## config.mk

```make
export PLATFORM = sky130hd
export DESIGN_NAME = aifst_tree
export DESIGN_NICKNAME = d
export VERILOG_FILES = /design/src/rtl/aifst_pkg.sv /design/src/rtl/aifst_tree.sv
export SDC_FILE = /design/constraint.sdc
export NUM_CORES = 1
export LEC_CHECK = 0
export BUFFER_PORTS_ARGS = -buffer_cell sky130_fd_sc_hd__buf_2
export CORE_AREA = 2 2 135 137
export DETAILED_ROUTE_END_ITERATION = 16
export DIE_AREA = 0 0 137 139
export PLACE_DENSITY_LB_ADDON = 0.15
export SYNTH_ARGS = -nofsm -noshare
export SYNTH_HDL_FRONTEND = slang
export SYNTH_SLANG_ARGS = --single-unit
```

## constraint.sdc

```tcl
create_clock -name mclk -period 2.4 [get_ports mclk]
set_input_delay 0.72 -clock mclk [delete_from_list [all_inputs] [get_ports mclk]]
set_output_delay 0.72 -clock mclk [all_outputs]
set_load 0.05 [all_outputs]
```

## src/rtl/aifst_pkg.sv

```systemverilog
// Package for the analog input fault and status tree.
// Assumes a single 25 MHz clock domain and a synchronous active-high reset.
package aifst_pkg;

    // ==========================================================
    // Sizes
    localparam int NUM_CHAN = 16;
    localparam int WORD_W   = 16;
    localparam int STAT_W   = 8;

    // ==========================================================
    // Module fault word fields
    localparam int MF_GROUP_BIT = 15;
    localparam int MF_CALIP_BIT = 10;
    localparam int MF_CALER_BIT = 9;

    // ==========================================================
    // Channel status word fields
    localparam int CS_CAL_BIT   = 7;
    localparam int CS_BELOW_BIT = 6;
    localparam int CS_ABOVE_BIT = 5;
    localparam int CS_SLOPE_BIT = 4;
    localparam int CS_LOW_BIT   = 3;
    localparam int CS_HIGH_BIT  = 2;
    localparam int CS_LL_BIT    = 1;
    localparam int CS_HH_BIT    = 0;

    // ==========================================================
    // Wiring formats and their active channel masks
    localparam logic [1:0] FMT_SINGLE = 2'h0;
    localparam logic [1:0] FMT_DIFF   = 2'h1;
    localparam logic [1:0] FMT_HSDIFF = 2'h2;

    localparam logic [15:0] MASK_SINGLE = 16'hFFFF;
    localparam logic [15:0] MASK_DIFF   = 16'h00FF;
    localparam logic [15:0] MASK_HSDIFF = 16'h000F;
    localparam logic [15:0] WORD_ZERO   = 16'h0000;
    localparam logic [15:0] WORD_ONES   = 16'hFFFF;
    localparam logic [7:0]  STAT_ZERO   = 8'h00;

    // Per-channel raw condition flags from the conversion and alarm logic.
    typedef struct packed {
        logic cal_err;
        logic below;
        logic above;
        logic slope;
        logic low;
        logic high;
        logic low_low;
        logic high_high;
    } aifst_chan_flags_t;

    // Frame of status words multicast along with channel data.
    typedef struct packed {
        logic [15:0]      module_fault;
        logic [15:0]      chan_fault;
        logic [16*8-1:0]  chan_status;
    } aifst_frame_t;

endpackage : aifst_pkg

```

## src/rtl/aifst_tree.sv

```systemverilog
// Fault and status roll-up for a sixteen-channel analog input module.
// Assumes flag inputs are synchronous to mclk; data_strobe marks each channel data transfer.
`timescale 1ns/10ps

module aifst_tree #(
    parameter int NCH = aifst_pkg::NUM_CHAN
) (
    // Clock and reset.
    input  wire logic                         mclk,
    input  wire logic                         srst,
    // Configuration and conditions.
    input  wire logic [1:0]                   wiring_fmt,
    input  wire logic [NCH-1:0]               chan_calibrating,
    input  wire logic                         comm_fault,
    input  wire logic [NCH-1:0]               at_or_below_min,
    input  wire logic [NCH-1:0]               at_or_above_max,
    input  wire aifst_pkg::aifst_chan_flags_t [NCH-1:0] alarm_flags,
    input  wire logic                         data_strobe,
    // Multicast status frame.
    output aifst_pkg::aifst_frame_t           frame_ff,
    output logic                              frame_valid_ff
);

    // ==========================================================
    // Decode helpers
    // Active channel mask for a wiring format; unknown codes expose nothing.
    function automatic logic [15:0] fmt_mask(input logic [1:0] fmt);
        case (fmt)
            aifst_pkg::FMT_SINGLE: fmt_mask = aifst_pkg::MASK_SINGLE;
            aifst_pkg::FMT_DIFF:   fmt_mask = aifst_pkg::MASK_DIFF;
            aifst_pkg::FMT_HSDIFF: fmt_mask = aifst_pkg::MASK_HSDIFF;
            default:               fmt_mask = aifst_pkg::WORD_ZERO;
        endcase
    endfunction : fmt_mask

    logic [15:0]            act_mask;
    logic [15:0]            raw_range;
    logic [16*8-1:0]        stat_words;
    logic [15:0]            cal_errs;

    // ==========================================================
    // Per-channel status words
    // Alarm inputs are taken from the alarm logic; only range and cal flags are decoded here.
    genvar g;
    generate
        for (g = 0; g < 16; g++)
        begin : g_chan
            if (g < NCH)
            begin : g_live
                logic [7:0] w;
                always_comb
                begin
                    w = aifst_pkg::STAT_ZERO;
                    w[aifst_pkg::CS_CAL_BIT]   = alarm_flags[g].cal_err;
                    w[aifst_pkg::CS_BELOW_BIT] = at_or_below_min[g];
                    w[aifst_pkg::CS_ABOVE_BIT] = at_or_above_max[g];
                    w[aifst_pkg::CS_SLOPE_BIT] = alarm_flags[g].slope;
                    w[aifst_pkg::CS_LOW_BIT]   = alarm_flags[g].low;
                    w[aifst_pkg::CS_HIGH_BIT]  = alarm_flags[g].high;
                    w[aifst_pkg::CS_LL_BIT]    = alarm_flags[g].low_low;
                    w[aifst_pkg::CS_HH_BIT]    = alarm_flags[g].high_high;
                end
                // Inactive channels present a zero word.
                assign stat_words[g*8 +: 8] = act_mask[g] ? w : aifst_pkg::STAT_ZERO;
                assign raw_range[g] = at_or_below_min[g] | at_or_above_max[g];
                assign cal_errs[g]  = act_mask[g] & alarm_flags[g].cal_err;
            end
            else
            begin : g_dead
                assign stat_words[g*8 +: 8] = aifst_pkg::STAT_ZERO;
                assign raw_range[g] = 1'b0;
                assign cal_errs[g]  = 1'b0;
            end
        end
    endgenerate

    assign act_mask = fmt_mask(wiring_fmt);

    // ==========================================================
    // Roll-up of channel fault and module fault words
    // Comms fault outranks calibration since it masks every channel regardless of format.
    logic                    calib_any;
    aifst_pkg::aifst_frame_t nxt_frame;
    logic                    nxt_frame_valid;

    assign calib_any = |chan_calibrating;

    always_comb
    begin
        nxt_frame = frame_ff;
        nxt_frame_valid = 1'b0;
        if (data_strobe)
        begin
            nxt_frame_valid = 1'b1;
            if (comm_fault)
                nxt_frame.chan_fault = aifst_pkg::WORD_ONES;
            else if (calib_any)
                nxt_frame.chan_fault = act_mask;
            else
                nxt_frame.chan_fault = raw_range & act_mask;
            nxt_frame.module_fault = aifst_pkg::WORD_ZERO;
            nxt_frame.module_fault[aifst_pkg::MF_GROUP_BIT] = |nxt_frame.chan_fault;
            nxt_frame.module_fault[aifst_pkg::MF_CALIP_BIT] = calib_any;
            nxt_frame.module_fault[aifst_pkg::MF_CALER_BIT] = |cal_errs;
            nxt_frame.chan_status = stat_words;
        end
    end

    // Registers only; every output comes straight from here.
    always_ff @(posedge mclk)
    begin
        if (srst)
        begin
            frame_ff       <= '0;
            frame_valid_ff <= 1'b0;
        end
        else
        begin
            frame_ff       <= nxt_frame;
            frame_valid_ff <= nxt_frame_valid;
        end
    end
endmodule : aifst_tree

```

==> flow_summary.toml <==
[drt]
wl_um = 17400
vias_per_cell = 4.54
drt_pre_antenna_iters = 4
wl_per_cell_um = 15.2
dr.first_iter.drc_count = 155
ant_nets = 0
drc_errors = 0
via_count = 5182

[clocking]
clk_pin_slew_worst_paths_ps = 60
postCtsHoldBufs = 0
post_cts_buffers = 0
cts_buffers = 17
clock_sinks = 148
clock_path_buffers = 2
cts_resized = 0
insertion_delay_ps = 410
ctsHtreeMaxLevel = 4
root_buffer = "clkbuf_16"
cts_tree = "built"

[floorplan]
start_util = 0.326
dieArea_um2 = 19000
die_y_um = 139
design.core.area_um2 = 17700
die_w_um = 137
ios = 343
rows = 49

[place]
hpwl_um = 12400
io_buffers = 297
place_congestion = 0.737

[logic_synthesis]
async_flop_share = 0
synthesis.area_um2 = 5750
yosys_most_used_dff = "dfxtp_1"
seq_area_frac_synth = 0.515
synth_top_area_frac = 0.515
synth_edf_count = 0
syn_inst = 621
ys_warn_count = 0
synth_cell_type_count = 31
synth_top_cell_by_area = "dfxtp_1"
ys_seq_elements = 148
synth_area_leaders = "dfxtp_1 52%, nor2b_1 7.1%, nor2_1 6.7%"
syn_area_per_cell_um2 = 9.26

[worst_setup_path]
path_cells = "buf_2"
critPathTopFamily = "flip-flops"
slowest_delay_ps = 340
crit_path_end_kind = "output port"
arrival_ps = 1040
worstPathRequired_ps = 1680
worst-path-buf-inv = 1
criticalPathCategory = "reg -> out"
slowest_stage = "dfxtp_1"
cp-start-kind = "register"
cp_max_fo = 2

[layout]
antenna_cells = 0
final_cell_mix = "295 x buf_2, 148 x dfxtp_1, 102 x nor2_1"
drive_gt1_frac = 0.421
final_common_cell = "buf_2"
num-fill-cells = 1803
area_delta_synth_final_pct = 36.8
final_nets = 1081

[sta]
hold_ws_ps = 464
min_period_over_period = 0.732
slew_viol_final = 0
fmax_mhz = 569
relSlewSlack = 0.290
hold_viol = 0
fin_skew_ps = 0
fin_crit_ps = 1760
tightest_slew_ps = 1060
rsz0062_at_grt = "no"
tns_ps = 0
setup_violations = 0

[global_routing]
busiest_layer = "met2"
antenna_found_initial = 1
grt_pass1_wl_um = 26200
use_met1 = 0.217
grt_pass1_vias = 4946
grt_util_met2 = 0.288
grt.overflow.total = 0
met3_usage = 0.0673
grt_use_total = 0.177
grt_max_degree = 86

[run]
maxCapViolations = 0

[pwr]
ir_worst_vdd_mv = 0.466
power.density_nw_per_um2 = 774
leakagePower_uw = 0.00371
finalPower_uw = 6090

[status]
outcome = "finished clean"

[worst_hold_path]
hp-class = "reg -> reg"
-- area by class of cell --
cell class | count | area [µm²] | area share
Sequential cell | 148 | 2960 | 0.377
Clock inverter | 14 | 118 | 0.0149
Multi-Input combinational cell | 420 | 2420 | 0.308
Timing Repair Buffer | 312 | 1640 | 0.209
Clock buffer | 18 | 439 | 0.0558
Tap cell | 229 | 287 | 0.0364
-- state kept, by name, indices dropped and copies added, names as in the netlist --
register / count
frame_ff: 147
frame_valid_ff: 1
-- tightest hold or removal path: cells and delay by family, from the launching register on --
| family | cells | cell delay [ps] |
|---|---|---|
| AO/OA/AOI/OAI | 1 | 50 |
| flip-flops | 1 | 300 |
| AND/OR/NAND/NOR | 1 | 60 |
-- metrics by stage --
| step | worst slack (ps) | instances | cell area (µm²) | util |
|---|---|---|---|---|
| 2_1_floorplan | 672 | 633 | 5790 | - |
| 3_3_place_gp | 194 | 1109 | 7310 | 0.414 |
| 3_5_place_dp | 190 | 1109 | 7310 | 0.414 |
| 4_1_cts | 613 | 1141 | 7870 | 0.446 |
| 5_1_grt | 481 | 1141 | 7870 | 0.446 |
| 6_report | 643 | 1141 | 7870 | 0.446 |
-- synthesized netlist by cell type (12+ instances only) --
master,number
nor2b_1,65
a22o_1,40
nor2_1,103
dfxtp_1,148
nand3_1,24
clkbuf_1,24
buf_2,12
a21oi_1,74
nand2b_1,25
buf_4,18
o22ai_1,14
a21oi_2,32
-- layer usage --
metal	wire, µm	share of wire
met5	13	0.00075
met2	8010	0.46
met1	7610	0.44
met3	1540	0.088
met4	204	0.012
-- logic make-up after synthesis --
logic type             Yosys count  share of synthesized area
buffers and inverters           65                     0.0727
other                            1                   0.000652
flip-flops                     148                      0.515
AO/OA/AOI/OAI                  167                      0.200
AND/OR/NAND/NOR                240                      0.212
-- final timing paths --
kind / slack, ps / start / end / cells after the start
max: 640 / frame_ff[97] / frame_ff[97] / 1
min: 460 / frame_ff[117] / frame_ff[117] / 2
max reg2reg: 1660 / frame_ff[51] / frame_ff[51] / 3
min reg2reg: 460 / frame_ff[117] / frame_ff[117] / 2
-- power by group --
part           switching (µW)  internal [µW]  total, µW
registers                43.2           2560       2600
clock network            1120           1380       2500
logic                     698            288        986
Note: power is estimated with default switching activity, not from simulation.
